<file path="src/ccrb_pkg.sv">
// ccrb_pkg: offsets, field positions, reset values and write masks of the
// chip control register bank. It assumes an 8-bit register map with a 7-bit address.
package ccrb_pkg;

  localparam int unsigned CCRB_AW   = 7;   // register address width
  localparam int unsigned CCRB_DW   = 8;   // register data width
  localparam int unsigned CCRB_NREG = 35;  // directly indexed locations 00h..22h

  // register offsets
  localparam logic [6:0] CCRB_POWER_STATE_CTRL   = 7'h00;
  localparam logic [6:0] CCRB_AUDIO_PLL_A        = 7'h01;
  localparam logic [6:0] CCRB_AUDIO_PLL_B        = 7'h02;
  localparam logic [6:0] CCRB_SYNTH_PLL_A        = 7'h03;
  localparam logic [6:0] CCRB_SYNTH_PLL_B        = 7'h04;
  localparam logic [6:0] CCRB_CLOCK_INPUT_SELECT = 7'h05;
  localparam logic [6:0] CCRB_SERIAL_RATE_SELECT = 7'h07;
  localparam logic [6:0] CCRB_AUDIO_PORT_CONFIG  = 7'h08;
  localparam logic [6:0] CCRB_INPUT_MIX_PATHS    = 7'h09;
  localparam logic [6:0] CCRB_SYNTH_MIX_PATHS    = 7'h0a;
  localparam logic [6:0] CCRB_SURROUND_SELECT    = 7'h0b;
  localparam logic [6:0] CCRB_INDICATOR_OUTPUTS  = 7'h0d;
  localparam logic [6:0] CCRB_GENERAL_OUTPUT     = 7'h0e;
  localparam logic [6:0] CCRB_SOFT_MUTE_CTRL     = 7'h10;
  localparam logic [6:0] CCRB_SYNTH_LEFT_GAIN    = 7'h11;
  localparam logic [6:0] CCRB_SYNTH_RIGHT_GAIN   = 7'h12;
  localparam logic [6:0] CCRB_SERIAL_LEFT_GAIN   = 7'h13;
  localparam logic [6:0] CCRB_SERIAL_RIGHT_GAIN  = 7'h14;
  localparam logic [6:0] CCRB_LEFT_ANALOG_GAIN   = 7'h17;
  localparam logic [6:0] CCRB_RIGHT_ANALOG_GAIN  = 7'h18;
  localparam logic [6:0] CCRB_SYNTH_PORT_POWER   = 7'h20;
  localparam logic [6:0] CCRB_SYNTH_PORT_CONFIG  = 7'h21;
  localparam logic [6:0] CCRB_SYNTH_PORT_CHANNEL = 7'h22;
  localparam logic [6:0] CCRB_CHIP_VERSION       = 7'h3f;
  localparam logic [6:0] CCRB_PAGE_SELECT        = 7'h7c;

  // power_state_ctrl field positions
  localparam int unsigned CCRB_DIGITAL_PATH_BIT = 7;
  localparam int unsigned CCRB_SYNTH_PLL_BIT    = 6;
  localparam int unsigned CCRB_AUDIO_PLL_BIT    = 5;
  localparam int unsigned CCRB_SERIAL_RX_BIT    = 4;
  localparam int unsigned CCRB_SERIAL_TX_BIT    = 3;
  localparam int unsigned CCRB_SYNTH_BIT        = 2;
  localparam int unsigned CCRB_DAC_BIT          = 1;
  localparam int unsigned CCRB_ANALOG_REF_BIT   = 0;
  // audio_port_config: audio_port_master_select position
  localparam int unsigned CCRB_MASTER_SELECT_BIT = 2;

  // page_select write mask and reset
  localparam logic [7:0] CCRB_PAGE_MASK  = 8'h03;
  localparam logic [7:0] CCRB_PAGE_RESET = 8'h00;

  // writable bits per location; zero for reserved, unmapped and read-only locations and for page_select, masked apart
  function automatic logic [7:0] ccrb_wmask(input logic [6:0] a);
    case (a)
      7'h00, 7'h02, 7'h04, 7'h07, 7'h09, 7'h0a, 7'h11, 7'h12, 7'h13, 7'h14, 7'h22: ccrb_wmask = 8'hff;
      7'h01, 7'h21: ccrb_wmask = 8'h7f;
      7'h03, 7'h17, 7'h18: ccrb_wmask = 8'h1f;
      7'h05, 7'h0d, 7'h20: ccrb_wmask = 8'h03;
      7'h08: ccrb_wmask = 8'h3f;
      7'h0b: ccrb_wmask = 8'h05;
      7'h0e, 7'h10: ccrb_wmask = 8'h0f;
      default: ccrb_wmask = 8'h00;
    endcase
  endfunction

  // initial value per location
  function automatic logic [7:0] ccrb_rst(input logic [6:0] a);
    case (a)
      7'h01: ccrb_rst = 8'h1c;
      7'h02: ccrb_rst = 8'h80;
      7'h03: ccrb_rst = 8'h02;
      7'h04: ccrb_rst = 8'h2a;
      7'h09, 7'h0a: ccrb_rst = 8'hf0;
      7'h11, 7'h12, 7'h13, 7'h14: ccrb_rst = 8'hff;
      7'h17, 7'h18: ccrb_rst = 8'h1f;
      7'h21: ccrb_rst = 8'h10;
      7'h22: ccrb_rst = 8'h33;
      default: ccrb_rst = 8'h00;
    endcase
  endfunction

endpackage

</file>
<file path="src/ccrb_pwr_if.sv">
// ccrb_pwr_if: carries the power control byte and serial clock signals
// between the register bank and its standby decoder; all on sys_clk.
`timescale 1ns/1ps
`default_nettype none
interface ccrb_pwr_if;
  logic [7:0] pwr_ctrl;      // power_state_ctrl contents
  logic       master;        // audio_port_master_select
  logic       bclk_in;       // synchronised bit clock pin
  logic       lrclk_in;      // synchronised frame clock pin
  logic       bclk_gen;      // internally generated bit clock
  logic       lrclk_gen;     // internally generated frame clock
  logic       serial_active; // either serial direction running
  logic       bclk_o;        // bit clock pin value
  logic       bclk_oe;       // bit clock pin enable
  logic       lrclk_o;       // frame clock pin value
  logic       lrclk_oe;      // frame clock pin enable
  logic       aso_oe;        // serial output pin enable
  logic       bclk_int;      // bit clock seen by the port logic
  logic       lrclk_int;     // frame clock seen by the port logic

  modport bank (output pwr_ctrl, master, bclk_in, lrclk_in, bclk_gen, lrclk_gen,
                input serial_active, bclk_o, bclk_oe, lrclk_o, lrclk_oe, aso_oe, bclk_int, lrclk_int);
  modport dec  (input pwr_ctrl, master, bclk_in, lrclk_in, bclk_gen, lrclk_gen,
                output serial_active, bclk_o, bclk_oe, lrclk_o, lrclk_oe, aso_oe, bclk_int, lrclk_int);
endinterface
`default_nettype wire

</file>
<file path="src/ccrb_top.sv">
// ccrb_top: chip control register bank with host register port, standby
// controls, PLL settings, version readback and page select.
// Assumes the host port front end runs on sys_clk and issues one-cycle strobes.
// Function
// - writes outside the map change nothing
// - bit 7 enables digital audio path
// - bit 6 gates synthesizer PLL clock
// - bit 5 gates audio PLL clock
// - bit 4 enables serial receive
// - bit 3 enables serial transmit
// - serial clocks sleep only when both off
// - bit 2 enables sound synthesizer
// - bit 1 enables audio DAC
// - bit 0 supplies analog reference
// - PLL settings reset 1c 80 02 2a
// - read-only version, readable in serial mode
// - master standby drives clocks low, output floats
`timescale 1ns/1ps
`default_nettype none
module ccrb_top
  import ccrb_pkg::*;
#(
  parameter logic [3:0] VERSION_UPPER = 4'h5,  // fixed upper nibble, value arbitrary
  parameter logic [3:0] VERSION_FIELD = 4'h1   // version_field, value arbitrary
) (
  input  wire logic       sys_clk,
  input  wire logic       sys_rst,
  input  wire logic       clk_en,
  // host register port
  input  wire logic       reg_wr,
  input  wire logic       reg_rd,
  input  wire logic [6:0] reg_addr,
  input  wire logic [7:0] reg_wdata,
  output logic      [7:0] reg_rdata,
  input  wire logic       serial_mode_pin,
  // standby controls
  output logic            digital_path_enable,
  output logic            synth_pll_enable,
  output logic            audio_pll_enable,
  output logic            serial_rx_enable,
  output logic            serial_tx_enable,
  output logic            synth_enable,
  output logic            dac_enable,
  output logic            analog_reference_enable,
  // settings for neighbouring blocks
  output logic      [7:0] audio_pll_setting_a,
  output logic      [7:0] audio_pll_setting_b,
  output logic      [7:0] synth_pll_setting_a,
  output logic      [7:0] synth_pll_setting_b,
  output logic      [1:0] page_select,
  output logic            audio_port_master_select,
  // audio serial clock pins
  input  wire logic       bclk_pin_i,
  input  wire logic       lrclk_pin_i,
  input  wire logic       bclk_gen,
  input  wire logic       lrclk_gen,
  output logic            bclk_pin_o,
  output logic            bclk_pin_oe,
  output logic            lrclk_pin_o,
  output logic            lrclk_pin_oe,
  output logic            aso_pin_oe,
  output logic            bclk_int,
  output logic            lrclk_int
);

  // whole state of the bank
  typedef struct packed {
    logic [CCRB_NREG-1:0][7:0] regs;  // locations 00h..22h, masked bits only
    logic [7:0]                page;  // page_select
    logic [7:0]                rdata; // read data holding register
    logic [2:0]                sync1; // first stage: serial mode, bclk, lrclk
    logic [2:0]                sync2; // second stage, the only one logic reads
  } ccrb_state_s;

  ccrb_state_s st_reg;   // registered state
  ccrb_state_s st_next;  // next state

  ccrb_pwr_if pif ();    // link to the standby decoder

  logic [7:0] wmask;     // writable bits of the addressed location
  logic       in_array;  // address falls in the indexed range
  logic       serial_mode; // synchronised host port mode
  logic [7:0] rd_value;  // value of the addressed location
  logic [5:0] idx;       // array index of the address

  // address decode shared by read and write
  always_comb begin
    wmask       = ccrb_wmask(reg_addr);
    in_array    = (reg_addr < 7'(CCRB_NREG));
    idx         = reg_addr[5:0];
    serial_mode = st_reg.sync2[2];
  end

  // read multiplexer; unmapped and reserved locations read zero
  always_comb begin
    rd_value = 8'h00;
    if (reg_addr == CCRB_CHIP_VERSION) begin
      // version only reachable over the serial host port
      rd_value = serial_mode ? {VERSION_UPPER, VERSION_FIELD} : 8'h00;
    end else if (reg_addr == CCRB_PAGE_SELECT) begin
      rd_value = st_reg.page;
    end else if (in_array) begin
      // stored bits are already masked, so fixed-zero bits read zero
      rd_value = st_reg.regs[idx];
    end
  end

  // next-state logic
  always_comb begin
    st_next = st_reg;
    if (sys_rst) begin
      // every writable location back to its initial value
      for (int i = 0; i < CCRB_NREG; i++) begin
        st_next.regs[i] = ccrb_rst(7'(i));
      end
      st_next.page  = CCRB_PAGE_RESET;
      st_next.rdata = 8'h00;
      st_next.sync1 = 3'h0;
      st_next.sync2 = 3'h0;
    end else if (clk_en) begin
      // pins pass two flops; first stage feeds only the second
      st_next.sync1 = {serial_mode_pin, bclk_pin_i, lrclk_pin_i};
      st_next.sync2 = st_reg.sync1;
      // registered read data, one cycle after the strobe
      if (reg_rd) begin
        st_next.rdata = rd_value;
      end
      // writes land only on writable bits; all else ignored
      if (reg_wr) begin
        if (reg_addr == CCRB_PAGE_SELECT) begin
          st_next.page = reg_wdata & CCRB_PAGE_MASK;
        end else if (in_array && wmask != 8'h00) begin
          // read-only version and reserved slots have zero mask
          st_next.regs[idx] = reg_wdata & wmask;
        end
      end
    end
  end

  // state register; reset is synchronous, handled in the next-state logic
  always_ff @(posedge sys_clk) begin
    st_reg <= st_next;
  end

  // feed the standby decoder
  always_comb begin
    pif.pwr_ctrl  = st_reg.regs[CCRB_POWER_STATE_CTRL];
    pif.master    = st_reg.regs[CCRB_AUDIO_PORT_CONFIG][CCRB_MASTER_SELECT_BIT];
    pif.bclk_in   = st_reg.sync2[1];
    pif.lrclk_in  = st_reg.sync2[0];
    pif.bclk_gen  = bclk_gen;
    pif.lrclk_gen = lrclk_gen;
  end

  ccrb_power_decode u_dec (
    .p (pif.dec)
  );

  // standby outputs straight from stored bits
  always_comb begin
    digital_path_enable     = st_reg.regs[0][CCRB_DIGITAL_PATH_BIT];
    synth_pll_enable        = st_reg.regs[0][CCRB_SYNTH_PLL_BIT];
    audio_pll_enable        = st_reg.regs[0][CCRB_AUDIO_PLL_BIT];
    serial_rx_enable        = st_reg.regs[0][CCRB_SERIAL_RX_BIT];
    serial_tx_enable        = st_reg.regs[0][CCRB_SERIAL_TX_BIT];
    synth_enable            = st_reg.regs[0][CCRB_SYNTH_BIT];
    dac_enable              = st_reg.regs[0][CCRB_DAC_BIT];
    // host must keep this on; nothing analog works without it
    analog_reference_enable = st_reg.regs[0][CCRB_ANALOG_REF_BIT];
  end

  // settings and pin outputs
  always_comb begin
    audio_pll_setting_a      = st_reg.regs[CCRB_AUDIO_PLL_A];
    audio_pll_setting_b      = st_reg.regs[CCRB_AUDIO_PLL_B];
    synth_pll_setting_a      = st_reg.regs[CCRB_SYNTH_PLL_A];
    synth_pll_setting_b      = st_reg.regs[CCRB_SYNTH_PLL_B];
    page_select              = st_reg.page[1:0];
    audio_port_master_select = pif.master;
    reg_rdata                = st_reg.rdata;
    bclk_pin_o               = pif.bclk_o;
    bclk_pin_oe              = pif.bclk_oe;
    lrclk_pin_o              = pif.lrclk_o;
    lrclk_pin_oe             = pif.lrclk_oe;
    aso_pin_oe               = pif.aso_oe;
    bclk_int                 = pif.bclk_int;
    lrclk_int                = pif.lrclk_int;
  end

  logic unmapped_wr; // write that must leave the bank untouched
  assign unmapped_wr = reg_wr && clk_en && (reg_addr != CCRB_PAGE_SELECT) && (!in_array || wmask == 8'h00);
endmodule
`default_nettype wire

</file>
<file path="src/ccrb_power_decode.sv">
// ccrb_power_decode: turns the serial standby bits and master select into
// pin drive and internal clock levels. Purely combinational; the bank holds state.
`timescale 1ns/1ps
`default_nettype none
module ccrb_power_decode
  import ccrb_pkg::*;
(
  ccrb_pwr_if.dec p
);

  // pin and internal clock decode
  always_comb begin
    // clocks keep running while either direction is out of standby
    p.serial_active = p.pwr_ctrl[CCRB_SERIAL_RX_BIT] | p.pwr_ctrl[CCRB_SERIAL_TX_BIT];
    if (p.master) begin
      // master drives the clocks, low when both directions sleep
      p.bclk_oe   = 1'b1;
      p.lrclk_oe  = 1'b1;
      p.bclk_o    = p.serial_active & p.bclk_gen;
      p.lrclk_o   = p.serial_active & p.lrclk_gen;
      p.bclk_int  = p.bclk_o;
      p.lrclk_int = p.lrclk_o;
    end else begin
      // slave keeps pins as inputs; internal copy forced low in standby
      p.bclk_oe   = 1'b0;
      p.lrclk_oe  = 1'b0;
      p.bclk_o    = 1'b0;
      p.lrclk_o   = 1'b0;
      p.bclk_int  = p.serial_active & p.bclk_in;
      p.lrclk_int = p.serial_active & p.lrclk_in;
    end
    // serial output floats whenever transmit is in standby
    p.aso_oe = p.pwr_ctrl[CCRB_SERIAL_TX_BIT];
  end

endmodule
`default_nettype wire

</file>
<file path="config.mk">
export PLATFORM = sky130hd
export DESIGN_NAME = ccrb_top
export DESIGN_NICKNAME = d
export VERILOG_FILES = /design/src/ccrb_pkg.sv /design/src/ccrb_pwr_if.sv /design/src/ccrb_top.sv /design/src/ccrb_power_decode.sv
export SDC_FILE = /design/constraint.sdc
export NUM_CORES = 1
export LEC_CHECK = 0
export BUFFER_PORTS_ARGS = -buffer_cell sky130_fd_sc_hd__buf_2
export CORE_ASPECT_RATIO = 1.4
export CORE_MARGIN = 1.5
export CORE_UTILIZATION = 30
export DETAILED_ROUTE_END_ITERATION = 8
export REMOVE_ABC_BUFFERS = 1
export SYNTH_ARGS = -nofsm -noshare
export SYNTH_HDL_FRONTEND = slang
export SYNTH_SLANG_ARGS = --single-unit
export TNS_END_PERCENT = 100
</file>
<file path="constraint.sdc">
create_clock -name sys_clk -period 4.8 [get_ports sys_clk]
set_clock_uncertainty 0.2 [all_clocks]
set_input_delay 0.48 -clock sys_clk [delete_from_list [all_inputs] [get_ports sys_clk]]
set_output_delay 0.48 -clock sys_clk [all_outputs]
set_load 0.05 [all_outputs]
</file>
==> reports/qor.json, run 1 <==
{
  "global_routing": {
    "grt_start_max_net_pins": 111,
    "grt_pass1_wl_um": 71800,
    "antenna_found_initial": 2,
    "grt_pass1_vias": 11100,
    "globalRouteOverflowTotal": 0,
    "grt_util_all_layers_pct": 19.9
  },
  "timing": {
    "share_of_the_cycle_needed_by_the_critical_path_after_routing_pct": 74.5,
    "final.setup.worst_slack_ns": 1.22,
    "final_period_minus_worst_setup_slack_ns": 3.58,
    "max_slew.worst_pin.slew_ns": 1.34,
    "report.final.hold_viol_count": 0,
    "rsz0062_at_grt": "false",
    "setup_violations": 0,
    "timing.final.max_slew_violations": 0,
    "max-slew-margin-rel_pct": 10.4,
    "final.hold.worst_slack_ns": 0.0879,
    "fin_setup_tns_ns": 0,
    "fmax_mhz": 280
  },
  "cts": {
    "path_clk_slew_ns": 0.07,
    "tritoncts_clock_tree": "done",
    "cts_setup_buffers": 0,
    "clock_tree.buffer_depth": 3,
    "cts_made_buffers": 28,
    "post_cts_resized": 0,
    "clk_latency_ns": 0.56,
    "clock_sinks": 296,
    "cts_root_buf": "sky130_fd_sc_hd__clkbuf_16",
    "depth_of_the_cts_h_tree": 1
  },
  "detailed_routing": {
    "initialDrtViolationCount": 1187,
    "postRouteWirelength_um": 48400,
    "detailedRoute.firstPassIterationCount": 5,
    "drt_drc_violations_left": 0,
    "drt-wirelength-per-cell_um": 22.9,
    "route.vias.total": 11500,
    "vias_per_std_cell": 5.46,
    "final_antenna_net_count": 0
  },
  "cells_and_area": {
    "num_antenna_cells": 0,
    "nets_finish": 1510,
    "fillers": 4724,
    "largest_reg_flops": 242,
    "flow.area_growth_from_synthesis_pct": 11.9,
    "final_core_utilization_pct": 34.1,
    "instances_no_fill": 2116,
    "fin_area_sq_um": 15700,
    "post_route_cells_drive_above_1_share_pct": 16.1
  },
  "placed_design": {
    "dp.final_hpwl_um": 33500,
    "numPortBuffers": 82,
    "dpl-instance-area_sq_um": 14800,
    "gp_congestion": 1.00,
    "placedCellCount": 2064,
    "dp_slack_ns": 0.684
  },
  "worst_setup_path": {
    "cp_cell_sequence": "buf_2, inv_1, ha_1, or4b_1, a21oi_2, o31a_1, or2_1, o2111ai_2, mux2i_1",
    "crit_path_end_kind": "register",
    "cp.arrival_ns": 3.77,
    "cp_slowest_stage_delay_ns": 0.69,
    "path_class": "input port to register",
    "timing.critical_path.slowest_stage_cell": "sky130_fd_sc_hd__or2_1",
    "cp_data_required_time_ns": 4.99,
    "critical_path.max_fanout": 9,
    "critPathLaunchType": "input port"
  },
  "synthesis": {
    "synth_area_per_cell_sq_um": 9.46,
    "synth_ff_type": "sky130_fd_sc_hd__dfxtp_1",
    "synthMostInstantiatedCell": "sky130_fd_sc_hd__dfxtp_1",
    "synth-edff-count": 0,
    "synth_sequential_area_ratio_pct": 42.3,
    "ys_warn_count": 0,
    "synth_cells": 1483,
    "synth_top_cell_area_share_pct": 42.3,
    "yosysUniqueCellTypes": 71,
    "synthTopCellsByCount": "sky130_fd_sc_hd__dfxtp_1, sky130_fd_sc_hd__mux2i_1, sky130_fd_sc_hd__nor2_1, sky130_fd_sc_hd__nand2_1, sky130_fd_sc_hd__nand2b_1",
    "ys_ff_latch": 296,
    "post_synth_main_area_contributors": "sky130_fd_sc_hd__dfxtp_1, sky130_fd_sc_hd__mux2i_1, sky130_fd_sc_hd__nand2b_1",
    "async_flop_share_pct": 0,
    "yosys.area.top_type": "sky130_fd_sc_hd__dfxtp_1",
    "syn-cell-area_sq_um": 14000
  },
  "die": {
    "std_cell_rows": 93,
    "dieWidth_um": 186,
    "die_h_um": 259,
    "die-area_sq_um": 48100,
    "io_pins": 83,
    "initial_utilization_pct": 30.4,
    "core_region_area_sq_um": 46100
  },
  "pwr": {
    "power_frac_seq_pct": 48.0,
    "totalPowerFinal_mw": 5.13,
    "power.combinational.fraction_pct": 8.3,
    "p_leak_nw": 6.02,
    "power.share.switching_pct": 24.7,
    "cell_internal_power_mw": 3.86,
    "power.density_cell_area_nw_per_um2": 327,
    "vdd_ir_max_mv": 0.253,
    "share_of_power_burned_in_the_clock_network_pct": 43.7,
    "p_switching_mw": 1.27
  },
  "worst_hold_path": {
    "worst_hold_path_type": "input port to register"
  },
  "job": {
    "maxCapViolCount": 0
  },
  "run_status": {
    "status": "complete, no violations"
  }
}
## worst max-delay path, delay by kind of cell
kind            cells  cell delay, ns
mux                 1            0.23
compound gates      3            1.15
fa+ha+maj           1            0.44
buf+inv             2            0.28
simple gates        2            1.17
## kinds of logic (layout without fill, tap and decap cells)
logic type,count (synthesis),count (layout),synth area share (%)
and+or+nand+nor,532,532,20.8
DFF,296,296,42.3
AOI/OAI and AO/OA,263,263,12.6
muxes,220,220,18.1
buffers and inverters,167,183,5.87
adders and majority gates,5,5,0.446
## worst paths after layout
path                            cells after the start  slack [ns]                startpoint                     endpoint
worst max-delay path                                9        1.22               reg_addr[1]      st_reg[71]$_SDFFE_PP0P_
worst min-delay path                                3        0.09              reg_wdata[0]  page_select[0]$_SDFFE_PP0P_
worst max register to register                      5        2.69  st_reg[255]$_SDFFE_PP0P_    reg_rdata[1]$_SDFFE_PP0P_
worst min register to register                      2        0.26  st_reg[136]$_SDFFE_PP0P_     st_reg[136]$_SDFFE_PP0P_
## metal layers
layer	vias up	GRT usage (%)	part of all wire (%)
met5	-	0	0
met4	0	12.5	6.5
met3	145	2.52	6.2
met2	499	33.1	48
met1	5638	24.0	39
li1	5266	-	-
## power groups by stage
| stage | Combinational [mW] | Sequential (mW) | Clock (mW) |
|---|---|---|---|
| after floorplan | 0.183 | 2.52 | 0 |
| after global placement | 0.413 | 2.52 | 0 |
| after detailed placement | 0.414 | 2.52 | 0 |
| after CTS | 0.417 | 2.46 | 2.26 |
| after global routing | 0.441 | 2.46 | 2.35 |
| final | 0.426 | 2.46 | 2.24 |
## area by class of cell
class	count	area, sq um	share of cell area [%]
multi-input combinational	1020	7280	46.4
sequential	296	5930	37.7
clock buffer	43	858	5.47
timing repair buffer	127	782	4.98
tap	617	772	4.92
clock inverter	6	55.1	0.351
inverter	7	26.3	0.167
## placed cells by master, fill, tap and decap left out, types with 7 or more instances in the layout
master / count
sky130_fd_sc_hd__nor3_1: 53
sky130_fd_sc_hd__and3b_1: 14
sky130_fd_sc_hd__clkbuf_8: 9
sky130_fd_sc_hd__nand3b_1: 45
sky130_fd_sc_hd__o22ai_1: 8
sky130_fd_sc_hd__a21oi_1: 82
sky130_fd_sc_hd__buf_4: 43
sky130_fd_sc_hd__o21ai_0: 39
sky130_fd_sc_hd__nor2b_1: 9
sky130_fd_sc_hd__buf_2: 79
sky130_fd_sc_hd__dfxtp_1: 296
sky130_fd_sc_hd__a222oi_1: 7
sky130_fd_sc_hd__nand2b_1: 90
sky130_fd_sc_hd__o21ai_1: 24
sky130_fd_sc_hd__nand3_1: 9
sky130_fd_sc_hd__mux4_2: 24
sky130_fd_sc_hd__nor2_1: 132
sky130_fd_sc_hd__mux2_2: 27
sky130_fd_sc_hd__nand2_1: 112
sky130_fd_sc_hd__a22oi_1: 17
sky130_fd_sc_hd__a221oi_1: 27
sky130_fd_sc_hd__mux2i_1: 169
sky130_fd_sc_hd__nor3b_1: 34
sky130_fd_sc_hd__clkbuf_16: 29
## timing repair
| action | CTS | global route |
|---|---|---|
| setup endpoints to repair | 0 | 0 |
| endpoints found under the hold margin | 3 | 0 |
| hold buffers | 3 | 0 |
Power figures use the tool's default switching activity.
==> run 2, diff against run 1 <==
- clock period: 4.8 -> 3.4 ns (I/O delays scaled with it)
==> run 2 against run 1 <==
Cell count increased by 4.5%. Core utilization increased by 2.3 points. Count of clock-buffer cells in the layout decreased by 8. Global-route usage increased by 0.83 points. Critical path depth increased by 3. Register-to-register slack got worse by 1.4 ns. Via count increased by 2.0%. Cell area increased by 6.7%. Die area unchanged. Non-clock buffer count increased by 93.
==> reports/qor.json, run 2 (synthesized netlist as in run 1, its figures left out) <==
{
  "die": {
    "core_region_area_sq_um": 46100,
    "dieWidth_um": 186,
    "initial_utilization_pct": 30.4,
    "io_pins": 83,
    "die-area_sq_um": 48100,
    "die_h_um": 259,
    "std_cell_rows": 93
  },
  "timing": {
    "report.final.hold_viol_count": 0,
    "final_period_minus_worst_setup_slack_ns": 2.72,
    "setup_violations": 0,
    "final.setup.worst_slack_ns": 0.682,
    "fmax_mhz": 368,
    "share_of_the_cycle_needed_by_the_critical_path_after_routing_pct": 79.9,
    "fin_setup_tns_ns": 0,
    "timing.final.max_slew_violations": 0,
    "rsz0062_at_grt": "false",
    "max_slew.worst_pin.slew_ns": 0.915,
    "max-slew-margin-rel_pct": 38.5,
    "final.hold.worst_slack_ns": 0.0789
  },
  "cells_and_area": {
    "fin_area_sq_um": 16700,
    "post_route_cells_drive_above_1_share_pct": 21.3,
    "num_antenna_cells": 0,
    "layout.cells.most_common": "sky130_fd_sc_hd__dfxtp_1",
    "instances_no_fill": 2211,
    "mostFrequentLayoutCells": "sky130_fd_sc_hd__dfxtp_1, sky130_fd_sc_hd__mux2i_1, sky130_fd_sc_hd__nor2_1",
    "final_core_utilization_pct": 36.3,
    "flow.area_growth_from_synthesis_pct": 19.4,
    "largest_reg_flops": 242,
    "nets_finish": 1603
  },
  "cts": {
    "tritoncts_clock_tree": "done",
    "depth_of_the_cts_h_tree": 1,
    "path_clk_slew_ns": 0.06,
    "cts_setup_buffers": 0,
    "clk_latency_ns": 0.56,
    "clock_sinks": 296,
    "post_cts_resized": 0,
    "cts_root_buf": "sky130_fd_sc_hd__clkbuf_16",
    "clock_tree.buffer_depth": 3,
    "cts_made_buffers": 28
  },
  "pwr": {
    "p_leak_nw": 6.62,
    "power.combinational.fraction_pct": 8.8,
    "vdd_ir_max_mv": 0.335,
    "totalPowerFinal_mw": 7.64,
    "p_switching_mw": 1.84,
    "power_frac_seq_pct": 45.5,
    "power.density_cell_area_nw_per_um2": 456,
    "share_of_power_burned_in_the_clock_network_pct": 45.7,
    "cell_internal_power_mw": 5.80,
    "power.share.switching_pct": 24.1
  },
  "placed_design": {
    "dp_slack_ns": 0.114,
    "dp.final_hpwl_um": 35400,
    "numPortBuffers": 82,
    "gp_congestion": 0.962,
    "dpl-instance-area_sq_um": 15700,
    "placedCellCount": 2155
  },
  "worst_setup_path": {
    "reg2regPathDepth": 6,
    "crit_path_end_kind": "register",
    "path_class": "input port to register",
    "critPathLaunchType": "input port",
    "critical_path.max_fanout": 17,
    "cp_data_required_time_ns": 3.68,
    "cp.arrival_ns": 3.00
  },
  "job": {
    "maxCapViolCount": 0
  },
  "detailed_routing": {
    "route.vias.total": 11800,
    "drt-wirelength-per-cell_um": 22.6,
    "initialDrtViolationCount": 1047,
    "vias_per_std_cell": 5.33,
    "drt_drc_violations_left": 0,
    "postRouteWirelength_um": 50100,
    "final_antenna_net_count": 0,
    "detailedRoute.firstPassIterationCount": 5
  },
  "worst_hold_path": {
    "worst_hold_path_type": "input port to register",
    "hold-path-cell-count": 5
  },
  "global_routing": {
    "grt_pass1_vias": 11700,
    "grt_start_max_net_pins": 90,
    "antenna_found_initial": 2,
    "globalRouteOverflowTotal": 0,
    "grt_pass1_wl_um": 74500,
    "grt_util_all_layers_pct": 20.7
  },
  "run_status": {
    "status": "complete, no violations"
  }
}
==> run 2: cell types whose count changed in the layout (fill, tap and decap cells not counted), moves of 2 or more <==
| cell | previous run | this run |
|---|---|---|
| sky130_fd_sc_hd__buf_12 | 1 | 20 |
| sky130_fd_sc_hd__buf_4 | 43 | 115 |
| sky130_fd_sc_hd__bufinv_16 | 1 | 6 |
| sky130_fd_sc_hd__clkbuf_1 | 6 | 2 |
| sky130_fd_sc_hd__clkbuf_8 | 9 | 5 |
| sky130_fd_sc_hd__clkinv_2 | 5 | 9 |
| sky130_fd_sc_hd__dlygate4sd3_1 | 3 | 5 |
==> run 2: final timing paths <==
path / from / to / slack [ns]
setup / recovery: reg_addr[0] / st_reg[248]$_SDFFE_PP0P_ / 0.68
hold reg to reg: st_reg[136]$_SDFFE_PP0P_ / st_reg[136]$_SDFFE_PP0P_ / 0.26
hold / removal: reg_wr / page_select[1]$_SDFFE_PP0P_ / 0.08
setup reg to reg: synth_pll_setting_b[1]$_SDFFE_PP1P_ / reg_rdata[1]$_SDFFE_PP0P_ / 1.31
==> run 2: final cells by class <==
type	instances	area, sq um
inverters	7	26.3
clock buffers	35	788
flip-flops and latches	296	5930
well taps	617	772
fillers	4668	29300
repair buffers	220	1720
clock inverters	16	233
multi-input cells	1020	7280
==> run 2: layer usage <==
layer / wire length (um) / track usage, % / part of all wire (%)
met5: 23 / 0 / 0.046
met4: 3260 / 13.1 / 6.5
met3: 2710 / 2.61 / 5.4
met2: 24300 / 35.0 / 49
met1: 19800 / 24.6 / 40
==> run 2: power by group through the flow <==
stage / clock network [mW] / registers [mW] / logic [mW]
after global placement: 0 / 3.55 / 0.660
after CTS: 3.55 / 3.48 / 0.666
final: 3.49 / 3.48 / 0.674
after global routing: 3.69 / 3.47 / 0.701
after detailed placement: 0 / 3.55 / 0.659
after floorplan: 0 / 3.56 / 0.258
==> run 2: timing repair <==
action | in CTS | in global routing
hold buffers | 5 | 0
endpoints found under the setup margin | 0 | 0
hold endpoints to repair | 5 | 0
==> run 2: critical path: stages <==
cell	delay, ns
sky130_fd_sc_hd__buf_4	0.14
sky130_fd_sc_hd__inv_1	0.08
sky130_fd_sc_hd__buf_4	0.14
sky130_fd_sc_hd__ha_1	0.28
sky130_fd_sc_hd__or4b_1	0.46
sky130_fd_sc_hd__a21oi_2	0.31
sky130_fd_sc_hd__o31a_1	0.24
sky130_fd_sc_hd__buf_4	0.19
sky130_fd_sc_hd__and2_1	0.26
sky130_fd_sc_hd__nand2b_1	0.13
sky130_fd_sc_hd__buf_4	0.23
sky130_fd_sc_hd__o21ai_1	0.17
